File: src/srw_pkg.sv
`default_nettype none
package srw_pkg;
  // Time base: one tick per microsecond at the 50 MHz clock.
  localparam int CLK_MHZ = 50;
  localparam int TICK_NS = 1000;
  localparam int CLK_NS = 1000 / CLK_MHZ;
  localparam int TICK_CYC = (TICK_NS + CLK_NS - 1) / CLK_NS;
  // Interval scaling in ms per microfarad of timing capacitance.
  localparam int HOLD_MS_PER_UF = 5000;
  localparam int WDOG_MS_PER_UF = 5000;
  localparam int STOP_HOLD_MS_PER_UF = 4900;
  localparam int WRST_MS_PER_UF = 100;
  // Default timing capacitance in nanofarads.
  localparam int CAP_NF_DEF = 20;
  // Least supply dropout width and least service pulse width, in us.
  localparam int DROPOUT_US = 8;
  localparam int SERVICE_MIN_US = 3;
  localparam int DROPOUT_CYC = (DROPOUT_US * TICK_NS + CLK_NS - 1) / CLK_NS;
  localparam int TMR_W = 24;
  localparam int DRP_W = 12;

  // Convert a ms-per-uF figure and capacitance in nF to microsecond ticks.
  function automatic logic [23:0] ticks_of(input int ms_per_uf, input int cap_nf);
    ticks_of = 24'(ms_per_uf * cap_nf);
  endfunction : ticks_of
endpackage : srw_pkg
`default_nettype wire

File: src/srw_tick.sv
`default_nettype none
// Divides the clock down to a one-cycle tick, the unit of the hold, watchdog and reset intervals.
module srw_tick #(
  parameter int DIV = srw_pkg::TICK_CYC
) (
  input wire logic mclk_in,
  input wire logic rst_n_in,
  input wire logic en_in,
  output logic tick_out
);
  logic [15:0] cnt_r;
  logic wrap;

  assign wrap = (cnt_r == 16'(DIV - 1));

  // Free-running divider; frozen with the clock enable.
  always_ff @(posedge mclk_in or negedge rst_n_in) begin
    if (!rst_n_in) begin
      cnt_r <= 16'h0000;
      tick_out <= 1'b0;
    end else if (en_in) begin
      cnt_r <= wrap ? 16'h0000 : cnt_r + 16'h0001;
      tick_out <= wrap;
    end
  end
endmodule : srw_tick
`default_nettype wire

File: src/srw_watchdog.sv
`default_nettype none
// Notes on behaviour
// - Reset output goes low as soon as the supply is minimally operating.
// - Supply above upper detect level while in reset starts the hold timing.
// - Reset releases after hold interval, 5000 ms per uF.
// - After power-on release the ramp restarts and monitoring begins.
// - Falling service edge during rising ramp switches to discharge.
// - Discharge end returns to rising ramp; repeats while edges arrive.
// - No edge before rising ramp ends asserts reset; 5000 ms per uF.
// - Watchdog reset lasts 100 ms per uF, then monitoring restarts.
// - Supply below lower detect level asserts reset at once.
// - Only a dip lasting the least dropout width restarts full hold timing.
// - After supply recovers, release one hold interval later; every brownout of at least the dropout width.
// - Reset stays low during power-down until supply is gone.
// - Stop input low suppresses watchdog reset pulses.
// - Ramp keeps running while stopped; release during discharge asserts reset.
// - Power-up with stop low releases after 4900 ms per uF.
// - Service edges during hold keep reset low until activity stops.
// - Monitoring interval is timed from the end of the discharge that a falling service edge starts.
module srw_watchdog #(
  parameter int CAP_NF = srw_pkg::CAP_NF_DEF,
  parameter int DIV = srw_pkg::TICK_CYC,
  parameter int DROP_CYC = srw_pkg::DROPOUT_CYC
) (
  input wire logic mclk_in,
  input wire logic rst_n_in,
  input wire logic clk_en_in,
  input wire logic supply_high_in,
  input wire logic supply_low_in,
  input wire logic service_pulse_in,
  input wire logic watchdog_stop_n_in,
  output logic sys_reset_n_out,
  output logic wdog_active_out
);
  typedef enum logic [3:0] {
    SRW_RESET = 4'b0001,
    SRW_HOLD = 4'b0010,
    SRW_CHARGE = 4'b0100,
    SRW_DISCH = 4'b1000
  } srw_state_t;

  // Interval lengths in ticks.
  localparam logic [23:0] HOLD_T = srw_pkg::ticks_of(srw_pkg::HOLD_MS_PER_UF, CAP_NF);
  localparam logic [23:0] WDOG_T = srw_pkg::ticks_of(srw_pkg::WDOG_MS_PER_UF, CAP_NF);
  localparam logic [23:0] SHLD_T = srw_pkg::ticks_of(srw_pkg::STOP_HOLD_MS_PER_UF, CAP_NF);
  localparam logic [23:0] WRST_T = srw_pkg::ticks_of(srw_pkg::WRST_MS_PER_UF, CAP_NF);

  logic rs1_r, rs2_r, rst_n;
  logic tick;
  srw_state_t state_r, state_nxt;
  logic [23:0] tmr_r, tmr_nxt;
  logic [11:0] drop_r;
  logic svc_d_r;
  logic stop_d_r;
  logic wrst_r, wrst_nxt;
  logic rst_out_nxt;
  logic stop_at_rise_r;
  logic svc_fall, stop_rel, drop_long, tmr_hit;
  logic [23:0] hold_len, tmr_inc;

  // Reset release through two flip-flops.
  always_ff @(posedge mclk_in or negedge rst_n_in) begin
    if (!rst_n_in) begin
      rs1_r <= 1'b0;
      rs2_r <= 1'b0;
    end else begin
      rs1_r <= 1'b1;
      rs2_r <= rs1_r;
    end
  end
  assign rst_n = rs2_r;

  srw_tick #(.DIV(DIV)) u_tick (
    .mclk_in(mclk_in),
    .rst_n_in(rst_n),
    .en_in(clk_en_in),
    .tick_out(tick)
  );

  // Edge and level decode of the pin inputs.
  assign svc_fall = svc_d_r & ~service_pulse_in;
  assign stop_rel = ~stop_d_r & watchdog_stop_n_in;
  assign drop_long = (drop_r >= 12'(DROP_CYC));
  assign tmr_inc = tick ? tmr_r + 24'h000001 : tmr_r;
  // shorter hold when powered up stopped
  assign hold_len = stop_at_rise_r ? SHLD_T : HOLD_T;

  // Ramp and phase sequencing.
  always_comb begin
    state_nxt = state_r;
    tmr_nxt = tmr_inc;
    wrst_nxt = wrst_r;
    tmr_hit = 1'b0;
    unique case (state_r)
      SRW_RESET: begin
        tmr_nxt = 24'h000000;
        if (supply_high_in) begin
          state_nxt = SRW_HOLD;
        end
      end
      SRW_HOLD: begin
        if (svc_fall) begin
          tmr_nxt = 24'h000000;
        end else if (tmr_r >= hold_len) begin
          state_nxt = SRW_CHARGE;
          tmr_nxt = 24'h000000;
        end
      end
      SRW_CHARGE: begin
        // service edge starts discharge, timed from it
        if (svc_fall) begin
          state_nxt = SRW_DISCH;
          tmr_nxt = 24'h000000;
          wrst_nxt = 1'b0;
        end else if (tmr_r >= WDOG_T) begin
          tmr_hit = 1'b1;
          state_nxt = SRW_DISCH;
          tmr_nxt = 24'h000000;
          wrst_nxt = 1'b1;
        end
      end
      SRW_DISCH: begin
        // stop release during discharge asserts reset
        if (stop_rel) begin
          wrst_nxt = 1'b1;
        end
        if (tmr_r >= WRST_T) begin
          state_nxt = SRW_CHARGE;
          tmr_nxt = 24'h000000;
          wrst_nxt = 1'b0;
        end
      end
      default: begin
        state_nxt = SRW_RESET;
        tmr_nxt = 24'h000000;
      end
    endcase
    if (supply_low_in && drop_long) begin
      state_nxt = SRW_RESET;
      tmr_nxt = 24'h000000;
      wrst_nxt = 1'b0;
    end
  end

  assign rst_out_nxt = ~supply_low_in && (state_nxt == SRW_CHARGE || state_nxt == SRW_DISCH)
                       && !(wrst_nxt && watchdog_stop_n_in);

  // State registers, frozen by the clock enable.
  always_ff @(posedge mclk_in or negedge rst_n) begin
    if (!rst_n) begin
      state_r <= SRW_RESET;
      tmr_r <= 24'h000000;
      wrst_r <= 1'b0;
      svc_d_r <= 1'b1; // Idle level of the pin, so no false edge follows reset.
      stop_d_r <= 1'b1;
      drop_r <= 12'h000;
      stop_at_rise_r <= 1'b0;
      sys_reset_n_out <= 1'b0;
      wdog_active_out <= 1'b0;
    end else if (clk_en_in) begin
      state_r <= state_nxt;
      tmr_r <= tmr_nxt;
      wrst_r <= wrst_nxt;
      svc_d_r <= service_pulse_in;
      stop_d_r <= watchdog_stop_n_in;
      drop_r <= !supply_low_in ? 12'h000 : (drop_long ? drop_r : drop_r + 12'h001);
      if (state_r == SRW_RESET) begin
        stop_at_rise_r <= ~watchdog_stop_n_in;
      end
      sys_reset_n_out <= rst_out_nxt;
      wdog_active_out <= (state_nxt == SRW_CHARGE || state_nxt == SRW_DISCH);
    end
  end

  // Checks on the sequencing.
  // They watch only what the block drives; every one is gated by the clock enable.
  // brownout asserts reset
  brown_reset_a: assert property (@(posedge mclk_in) disable iff (!rst_n)
    clk_en_in && supply_low_in |=> !sys_reset_n_out)
    else $error("Reset not asserted on low supply.");

  wdog_timeout_a: assert property (@(posedge mclk_in) disable iff (!rst_n)
    clk_en_in && tmr_hit && watchdog_stop_n_in && !supply_low_in |=> !sys_reset_n_out)
    else $error("Watchdog timeout did not assert reset.");

  stop_masks_a: assert property (@(posedge mclk_in) disable iff (!rst_n)
    clk_en_in && !watchdog_stop_n_in && !supply_low_in && state_nxt == SRW_DISCH
    |=> sys_reset_n_out)
    else $error("Reset pulse emitted while stopped.");

  svc_disch_a: assert property (@(posedge mclk_in) disable iff (!rst_n)
    clk_en_in && state_r == SRW_CHARGE && svc_fall && !supply_low_in |=> sys_reset_n_out)
    else $error("Service discharge asserted reset.");

  hold_low_a: assert property (@(posedge mclk_in) disable iff (!rst_n)
    clk_en_in && state_r == SRW_HOLD && svc_fall |=> !sys_reset_n_out)
    else $error("Reset released during service in hold.");

  wrst_end_a: assert property (@(posedge mclk_in) disable iff (!rst_n)
    clk_en_in && state_r == SRW_DISCH && tmr_r >= WRST_T && !supply_low_in
    |=> sys_reset_n_out && state_r == SRW_CHARGE)
    else $error("Watchdog reset did not end.");

  hold_end_a: assert property (@(posedge mclk_in) disable iff (!rst_n)
    clk_en_in && state_r == SRW_HOLD && !svc_fall && tmr_r >= hold_len && !supply_low_in
    |=> sys_reset_n_out)
    else $error("Hold end did not release reset.");

  // stop release in any discharge, service or timeout, asserts reset
  stop_rel_a: assert property (@(posedge mclk_in) disable iff (!rst_n)
    clk_en_in && state_r == SRW_DISCH && stop_rel && tmr_r < WRST_T
    |=> !sys_reset_n_out)
    else $error("Stop release in discharge kept reset high.");

  hold_start_a: assert property (@(posedge mclk_in) disable iff (!rst_n)
    clk_en_in && state_r == SRW_RESET && supply_high_in && !(supply_low_in && drop_long)
    |=> state_r == SRW_HOLD)
    else $error("Hold timing did not start.");

  rst_low_a: assert property (@(posedge mclk_in) disable iff (!rst_n)
    clk_en_in && (state_nxt == SRW_RESET || state_nxt == SRW_HOLD) |=> !sys_reset_n_out)
    else $error("Reset high before monitoring began.");

  mon_start_a: assert property (@(posedge mclk_in) disable iff (!rst_n)
    clk_en_in && state_r == SRW_HOLD && !svc_fall && tmr_r >= hold_len
    && !(supply_low_in && drop_long)
    |=> state_r == SRW_CHARGE && tmr_r == 24'h000000 && wdog_active_out)
    else $error("Monitoring did not start from zero.");

  svc_to_disch_a: assert property (@(posedge mclk_in) disable iff (!rst_n)
    clk_en_in && state_r == SRW_CHARGE && svc_fall && !(supply_low_in && drop_long)
    |=> state_r == SRW_DISCH && tmr_r == 24'h000000)
    else $error("Service edge did not start discharge.");

  disch_end_a: assert property (@(posedge mclk_in) disable iff (!rst_n)
    clk_en_in && state_r == SRW_DISCH && tmr_r >= WRST_T && !(supply_low_in && drop_long)
    |=> state_r == SRW_CHARGE && tmr_r == 24'h000000)
    else $error("Discharge did not return to the rising ramp.");

  no_early_reset_a: assert property (@(posedge mclk_in) disable iff (!rst_n)
    clk_en_in && state_r == SRW_CHARGE && !svc_fall && tmr_r < WDOG_T && !supply_low_in
    |=> sys_reset_n_out && state_r == SRW_CHARGE)
    else $error("Reset asserted before the monitoring interval ended.");

  short_dip_a: assert property (@(posedge mclk_in) disable iff (!rst_n)
    clk_en_in && supply_low_in && !drop_long && state_r == SRW_CHARGE && !svc_fall
    && tmr_r < WDOG_T
    |=> state_r == SRW_CHARGE)
    else $error("Short supply dip restarted the hold timing.");

  long_dip_a: assert property (@(posedge mclk_in) disable iff (!rst_n)
    clk_en_in && supply_low_in && drop_long |=> state_r == SRW_RESET && !sys_reset_n_out)
    else $error("Long supply dip did not restart the hold timing.");

  off_low_a: assert property (@(posedge mclk_in) disable iff (!rst_n)
    clk_en_in && state_r == SRW_RESET && !supply_high_in
    |=> !sys_reset_n_out && state_r == SRW_RESET)
    else $error("Reset released with the supply down.");

  stop_hold_a: assert property (@(posedge mclk_in) disable iff (!rst_n)
    clk_en_in && state_r == SRW_HOLD && stop_at_rise_r && !svc_fall && tmr_r >= SHLD_T
    && !supply_low_in
    |=> sys_reset_n_out)
    else $error("Stopped power-up hold did not release reset.");

  tick_pace_a: assert property (@(posedge mclk_in) disable iff (!rst_n)
    clk_en_in && state_r == SRW_CHARGE && !svc_fall && tmr_r < WDOG_T
    && !(supply_low_in && drop_long)
    |=> tmr_r == $past(tmr_r) + {23'h000000, $past(tick)})
    else $error("Ramp timer moved off the time base.");

  // Scenario covers: timeout, service, brownout, stop release, service in hold.
  cov_timeout_c: cover property (@(posedge mclk_in) disable iff (!rst_n) tmr_hit);
  cov_service_c: cover property (@(posedge mclk_in) disable iff (!rst_n)
    state_r == SRW_CHARGE && svc_fall);
  cov_brown_c: cover property (@(posedge mclk_in) disable iff (!rst_n)
    state_r == SRW_CHARGE && supply_low_in && drop_long);
  cov_stop_rel_c: cover property (@(posedge mclk_in) disable iff (!rst_n)
    state_r == SRW_DISCH && stop_rel);
  cov_hold_svc_c: cover property (@(posedge mclk_in) disable iff (!rst_n)
    state_r == SRW_HOLD && svc_fall);
endmodule : srw_watchdog
`default_nettype wire

File: config.mk
export PLATFORM = sky130hd
export DESIGN_NAME = srw_watchdog
export DESIGN_NICKNAME = d
export VERILOG_FILES = /design/src/srw_pkg.sv /design/src/srw_tick.sv /design/src/srw_watchdog.sv
export SDC_FILE = /design/constraint.sdc
export NUM_CORES = 1
export LEC_CHECK = 0
export BUFFER_PORTS_ARGS = -buffer_cell sky130_fd_sc_hd__buf_2
export CAP_MARGIN = 30
export CORE_MARGIN = 3
export CORE_UTILIZATION = 31
export CTS_CLUSTER_DIAMETER = 30
export DETAILED_ROUTE_END_ITERATION = 7
export RECOVER_POWER = 100
export SYNTH_ARGS = -nofsm -noshare
export SYNTH_HDL_FRONTEND = slang
export SYNTH_SLANG_ARGS = --single-unit
File: constraint.sdc
create_clock -name mclk_in -period 2.6 [get_ports mclk_in]
set_input_delay 0.39 -clock mclk_in [delete_from_list [all_inputs] [get_ports mclk_in]]
set_output_delay 0.39 -clock mclk_in [all_outputs]
set_load 0.03 [all_outputs]
==> impl_metrics.json, run 1 <==
{
  "run_status": "completed",
  "highest_layer": "met4",
  "drc": 0,
  "worst-slew-pin-transition_ns": 1.354,
  "tritoncts": "done",
  "max-clock-path-buffers": 2,
  "drt-total-wl_um": 9394,
  "met3_wirelength_um": 212,
  "dp.final_hpwl_um": 6418,
  "floorplan.initialDensity_pct": 32.15,
  "clk_pin_slew_worst_paths_ns": 0.06,
  "io_buffer_count": 8,
  "synthDominantCellAreaShare_pct": 39.52,
  "layout_common_cells": "sky130_fd_sc_hd__dfrtp_1, sky130_fd_sc_hd__nor2_1, sky130_fd_sc_hd__nand2_1, sky130_fd_sc_hd__buf_4, sky130_fd_sc_hd__inv_1",
  "finalHoldViolCount": 0,
  "critical_path_buf_inv_count": 2,
  "cp_depth": 9,
  "async_reset_ff_share_pct": 100.0,
  "drt-wirelength-per-cell_um": 15.05,
  "routed_via_density": 5.271,
  "netlist_instances": 417,
  "cpLargestDelayFamily": "simple AND/OR/NAND/NOR gates",
  "yosys_warnings": 0,
  "maxCapViolations": 0,
  "synth_area_leaders": "sky130_fd_sc_hd__dfrtp_1, sky130_fd_sc_hd__ha_1, sky130_fd_sc_hd__nor2_1",
  "report.final.setup_viol": 0,
  "finalNetCount": 472,
  "yosys_register_bits": 65,
  "setup.worst_path.start_class": "flop",
  "grt_first_pass_wirelength_um": 15950,
  "fp.dieArea_um2": 14050,
  "reg2reg_depth": 9,
  "cts-buffers-inserted": 9,
  "synth_seq_area_share_pct": 41.52,
  "worst_path_largest_cell_delay_ns": 0.57,
  "final_common_cell": "sky130_fd_sc_hd__dfrtp_1",
  "clockRootBuffer": "sky130_fd_sc_hd__clkbuf_16",
  "wl_met1_um": 4500,
  "firstDrtPassIters": 4,
  "synth_area_per_cell_um2": 9.416,
  "synthesized_nets": 438,
  "number_of_enable_type_register_cells_in_the_synthesized_netlist": 0,
  "vdd.ir_drop.worst_v": 0.0004613,
  "std_cell_rows": 40,
  "antenna_cells_inserted": 0,
  "dominant_cell_type_by_area_after_synthesis": "sky130_fd_sc_hd__dfrtp_1",
  "ys_types": 70,
  "routed-via-count": 3289,
  "worstPathCellList": "inv_2 > ha_1 > nand4_1 > or4_4 > o22ai_4 > nor3_4 > clkbuf_16 > o311ai_1 > o211ai_1",
  "number_of_global_route_vias_before_repair": 3196,
  "drt_first_iter_violations": 153,
  "final.fill_count": 1215,
  "power_density_relative_to_cell_area_nw_per_um2": 653.6,
  "clkLatencyLatePin_ns": 0.32,
  "final_period_minus_worst_setup_slack_ns": 2.498,
  "multiInputGateArea_um2": 2153,
  "synth-main-ff-cell": "sky130_fd_sc_hd__dfrtp_1",
  "grt_antenna_before_repair": 0,
  "cellLeakagePower_nw": 2.034,
  "final_layout_size_suffix_gt1_share_pct": 19.08,
  "power.switching_mw": 0.9440,
  "timing.final.crit_share_pct": 96.07,
  "critical_path_class": "flop to flop",
  "worst_path_max_delay_cell": "sky130_fd_sc_hd__or4_4",
  "hp-class": "flop to asynchronous set/reset pin",
  "synthesized_area_um2": 3926,
  "die_h_um": 118.5,
  "internal_power_mw": 2.133,
  "postRouteAntennaNets": 0,
  "place_congestion": 0.8429,
  "seq_area_um2": 1630,
  "required_ns": 2.80,
  "flow.area_growth_from_synthesis_pct": 19.92,
  "report.power.total_mw": 3.077,
  "cp_data_arrival_time_ns": 2.69,
  "io-pin-count": 9,
  "slew_headroom_pct": 9.718,
  "power_switching_share_pct": 30.68,
  "rsz0062_at_grt": "true",
  "clock_power_share_pct": 40.1,
  "wl_met2_um": 4549,
  "final-max-slew-violation-count": 0,
  "globalRoute.totalOverflow": 0,
  "fmaxAchievable_mhz": 400.4,
  "power_frac_comb_pct": 20.4,
  "worst-path-max-fanout": 6,
  "track_usage_pct": 13.45,
  "core_area_um2": 12210,
  "grt_start_max_net_pins": 54,
  "finish.utilization_pct": 38.56,
  "h-tree-depth": 3,
  "setup.worst_path.end_class": "flop",
  "dieWidth_um": 118.5,
  "skew_ns": 0.006787,
  "share_seq_of_total_power_pct": 39.5,
  "clock_sinks": 65
}
==> power groups by stage <==
stage	clock network (mW)	logic, mW	registers, mW
6_report	1.23	0.626	1.22
2_1_floorplan	0	0.407	1.22
3_5_place_dp	0	0.557	1.23
5_1_grt	1.30	0.695	1.23
4_1_cts	1.27	0.582	1.21
3_3_place_gp	0	0.532	1.23
==> cells by family (layout without fill, tap and decap cells) <==
| logic type | count (synthesis) | after routing | synth area share, % |
|---|---|---|---|
| AND/OR/NAND/NOR | 180 | 181 | 24.95 |
| AO/OA/AOI/OAI | 91 | 91 | 17.91 |
| flip-flops | 65 | 65 | 41.52 |
| buffers and inverters | 43 | 81 | 5.768 |
| XOR/XNOR | 20 | 20 | 4.461 |
| adder cells (fa/ha/maj) | 14 | 14 | 4.461 |
| multiplexers | 3 | 3 | 0.8285 |
| other | 1 | 1 | 0.09551 |
==> cells in the mapped netlist, types with 4 or more instances <==
cell	instances
sky130_fd_sc_hd__nand3_1	19
sky130_fd_sc_hd__o311ai_0	8
sky130_fd_sc_hd__xor2_1	10
sky130_fd_sc_hd__nor2_1	37
sky130_fd_sc_hd__a21oi_1	4
sky130_fd_sc_hd__buf_6	4
sky130_fd_sc_hd__a31oi_1	5
sky130_fd_sc_hd__nor4_1	6
sky130_fd_sc_hd__inv_1	21
sky130_fd_sc_hd__o311ai_1	4
sky130_fd_sc_hd__nor3_1	10
sky130_fd_sc_hd__o21ai_0	18
sky130_fd_sc_hd__o211ai_1	12
sky130_fd_sc_hd__o22ai_1	6
sky130_fd_sc_hd__and4_1	5
sky130_fd_sc_hd__ha_1	14
sky130_fd_sc_hd__nand2b_1	16
sky130_fd_sc_hd__dfrtp_1	62
sky130_fd_sc_hd__xnor2_1	10
sky130_fd_sc_hd__and3_1	7
sky130_fd_sc_hd__clkbuf_1	11
sky130_fd_sc_hd__nand4_1	13
sky130_fd_sc_hd__nand2_1	32
sky130_fd_sc_hd__and2_1	5
sky130_fd_sc_hd__nor2b_1	10
==> metrics by stage <==
step                setup slack, ns  std cells  setup TNS [ns]  cell area, µm²  hold WS (ns)
floorplan                    0.1720        417               0            3926       0.09441
global placement           -0.01907        599        -0.01907            4265        0.1411
detailed placement         -0.09040        600         -0.7675            4270        0.1415
CTS                        0.001488        619               0            4623        0.1474
global route               -0.04574        624        -0.08560            4708        0.2090
finish                       0.1022        624               0            4708        0.1698
==> timing repair <==
action,4_1_cts,5_1_grt
setup endpoints to repair,14,19
gates resized for setup,10,11
hold buffers,1,0
setup buffers,2,3
gates cloned,0,2
pin swaps,4,1
endpoints found under the hold margin,2,0
==> state kept, by name, summed over array words and instances (netlist names) <==
| name | flops |
|---|---|
| tmr_r | 24 |
| u_tick.cnt_r | 16 |
| drop_r | 12 |
| state_r | 4 |
| rs1_r | 1 |
| rs2_r | 1 |
| stop_at_rise_r | 1 |
| stop_d_r | 1 |
| svc_d_r | 1 |
| sys_reset_n_out | 1 |
| u_tick.tick_out | 1 |
| wdog_active_out | 1 |
| wrst_r | 1 |
==> metal layers <==
metal | up-vias | GRT usage, %
li1 | 1602 | -
met1 | 1633 | 18.35
met2 | 41 | 21.85
met3 | 13 | 3.110
met4 | 0 | 2.896
met5 | - | 0
==> cell type report <==
| cell class | instances | area share (%) |
|---|---|---|
| Clock buffer | 10 | 5.076 |
| Clock inverter | 6 | 1.408 |
| Inverter | 21 | 1.674 |
| Multi-Input combinational cell | 310 | 45.73 |
| Sequential cell | 65 | 34.63 |
| Tap cell | 168 | 4.465 |
| Timing Repair Buffer | 44 | 7.016 |
==> path summary, 6_finish.rpt <==
kind                       slack (ns)                from              end
setup / recovery                 0.10      stop_at_rise_r         tmr_r[2]
max in group asynchronous        0.77               rs2_r         tmr_r[9]
hold / removal                   0.17               rs2_r  u_tick.cnt_r[8]
min in group mclk_in             0.31  watchdog_stop_n_in   stop_at_rise_r
setup reg to reg                 0.10      stop_at_rise_r         tmr_r[2]
hold reg to reg                  0.17               rs2_r  u_tick.cnt_r[8]
(Power assumes the default switching activity.)
==> run 2: changes to the inputs <==
CTS_BUF_LIST = sky130_fd_sc_hd__clkbuf_8 sky130_fd_sc_hd__clkbuf_16   (was default)
MAX_ROUTING_LAYER = met4   (was default)
==> run 2 against run 1 <==
  * Register-to-register slack is essentially flat
  * Hold slack got worse by 0.0017 ns
  * Clock power is essentially flat
  * Global-route usage up 0.38 points
  * Die area unchanged
  * Sequential share of layout area unchanged
  * Power hardly changed
  * Combinational power is essentially flat
  * Core utilization did not move
==> impl_metrics.json, run 2 (synthesis results as in run 1) <==
{
  "power_density_relative_to_cell_area_nw_per_um2": 654.2,
  "firstDrtPassIters": 4,
  "finalNetCount": 472,
  "slew_headroom_pct": 7.874,
  "number_of_global_route_vias_before_repair": 3185,
  "setup.worst_path.start_class": "flop",
  "drt-total-wl_um": 9425,
  "clock_sinks": 65,
  "final_period_minus_worst_setup_slack_ns": 2.504,
  "clk_pin_slew_worst_paths_ns": 0.06,
  "grt_start_max_net_pins": 54,
  "cts-buffers-inserted": 9,
  "regMostFlops": "tmr_r",
  "h-tree-depth": 3,
  "final-max-slew-violation-count": 0,
  "std_cell_rows": 40,
  "worst-path-max-fanout": 6,
  "cp_data_arrival_time_ns": 2.70,
  "setup.worst_path.end_class": "flop",
  "largest_registers": "tmr_r (24), u_tick.cnt_r (16), drop_r (12)",
  "antenna_cells_inserted": 0,
  "rsz0062_at_grt": "true",
  "timing.final.ws_setup_ns": 0.09632,
  "grt_antenna_before_repair": 0,
  "final_area_um2": 4708,
  "largest_register_ff_count": 24,
  "tritoncts": "done",
  "run_status": "completed",
  "io-pin-count": 9,
  "layout_common_cells": "sky130_fd_sc_hd__dfrtp_1, sky130_fd_sc_hd__nor2_1, sky130_fd_sc_hd__nand2_1, sky130_fd_sc_hd__buf_4, sky130_fd_sc_hd__inv_1",
  "drt_first_iter_violations": 151,
  "hp-class": "flop to asynchronous set/reset pin",
  "timing.setup.tns_ns": 0,
  "timing.final.crit_share_pct": 96.30,
  "report.power.total_mw": 3.080,
  "maxCapViolations": 0,
  "worst_path_max_delay_cell": "sky130_fd_sc_hd__or4_4",
  "worstPathCellList": "inv_2 > ha_1 > nand4_1 > or4_4 > o22ai_4 > nor3_4 > clkbuf_16 > o311ai_1 > o211ai_1",
  "floorplan.initialDensity_pct": 32.15,
  "clkLatencyLatePin_ns": 0.33,
  "die_h_um": 118.5,
  "placedInstanceArea_um2": 4270,
  "postRouteAntennaNets": 0,
  "fmaxAchievable_mhz": 399.4,
  "place_congestion": 0.8560,
  "detailedPlace.worstSlack_ns": -0.09040,
  "worst_path_largest_cell_delay_ns": 0.57,
  "drt-wirelength-per-cell_um": 15.10,
  "grt_first_pass_wirelength_um": 15980,
  "drc": 0,
  "dp.final_hpwl_um": 6418,
  "report.final.setup_viol": 0,
  "routed-via-count": 3300,
  "finish.utilization_pct": 38.56,
  "critical_path_class": "flop to flop",
  "dieWidth_um": 118.5,
  "globalRoute.totalOverflow": 0,
  "clockRootBuffer": "sky130_fd_sc_hd__clkbuf_16",
  "routed_via_density": 5.288,
  "final_common_cell": "sky130_fd_sc_hd__dfrtp_1",
  "max-clock-path-buffers": 2,
  "final_layout_size_suffix_gt1_share_pct": 19.08,
  "cellLeakagePower_nw": 2.034,
  "core_area_um2": 12210,
  "io_buffer_count": 8,
  "track_usage_pct": 13.83,
  "required_ns": 2.80,
  "flow.area_growth_from_synthesis_pct": 19.92,
  "vdd.ir_drop.worst_v": 0.0004647,
  "fp.dieArea_um2": 14050,
  "skew_ns": 0.006795,
  "worst-slew-pin-transition_ns": 1.382,
  "finalHoldViolCount": 0
}
## run 2: cell counts in the layout (fill, tap and decap cells not counted)
Identical to the previous run, type by type.
## run 2: per-stage QoR
stage | hold slack (ns) | cells
finish | 0.1682 | 624
global route | 0.2087 | 624
CTS | 0.1474 | 619
detailed placement | 0.1415 | 600
global placement | 0.1411 | 599
floorplan | 0.09441 | 417
## run 2: where the power goes
group	leakage (nW)	total, mW	internal [mW]	switching (mW)
logic	1.01	0.626	0.259	0.367
clock network	0.153	1.24	0.771	0.465
registers	0.876	1.22	1.10	0.115
## run 2: path summary, 6_finish.rpt
| path | start | endpoint | slack [ns] | depth (start not counted) |
|---|---|---|---|---|
| setup / recovery | stop_at_rise_r | tmr_r[2] | 0.1 | 9 |
| hold / removal | rs2_r | u_tick.cnt_r[8] | 0.17 | 0 |
| setup reg to reg | stop_at_rise_r | tmr_r[2] | 0.1 | 9 |
| hold reg to reg | rs2_r | u_tick.cnt_r[8] | 0.17 | 0 |
| max in group asynchronous | rs2_r | tmr_r[21] | 0.74 | 1 |
| min in group mclk_in | watchdog_stop_n_in | stop_at_rise_r | 0.31 | 2 |
## run 2: repair_timing
| item | 4_1_cts | 5_1_grt |
|---|---|---|
| hold buffers | 1 | 0 |
| endpoints found under the setup margin | 14 | 19 |
| cloned | 0 | 2 |
| endpoints found under the hold margin | 2 | 0 |
| pin swaps | 4 | 1 |
| resized for setup | 10 | 11 |
| setup buffers | 2 | 3 |
## run 2: worst max-delay path, delay by kind of cell (launching register included)
| kind | cells | cell delay (ns) |
|---|---|---|
| AOI/OAI and AO/OA | 3 | 0.61 |
| adders and majority gates | 1 | 0.30 |
| buffers and inverters | 2 | 0.28 |
| DFF | 1 | 0.39 |
| and+or+nand+nor | 3 | 0.80 |
## run 2: final cells by class
cell class	instances	area (µm²)
Fill cell	1215	7503
Sequential cell	65	1630
Clock inverter	6	66.31
Tap cell	168	210.2
Multi-Input combinational cell	310	2153
Timing Repair Buffer	44	330.3
Clock buffer	10	239.0
Inverter	21	78.83
## run 2: layer usage
metal  global-route usage [%]  wire, µm  share of wire, %
met5                        -         0                 0
met1                    18.44      4451                47
met4                    2.824       142               1.5
met3                    3.110       363               3.9
met2                    21.78      4467                47
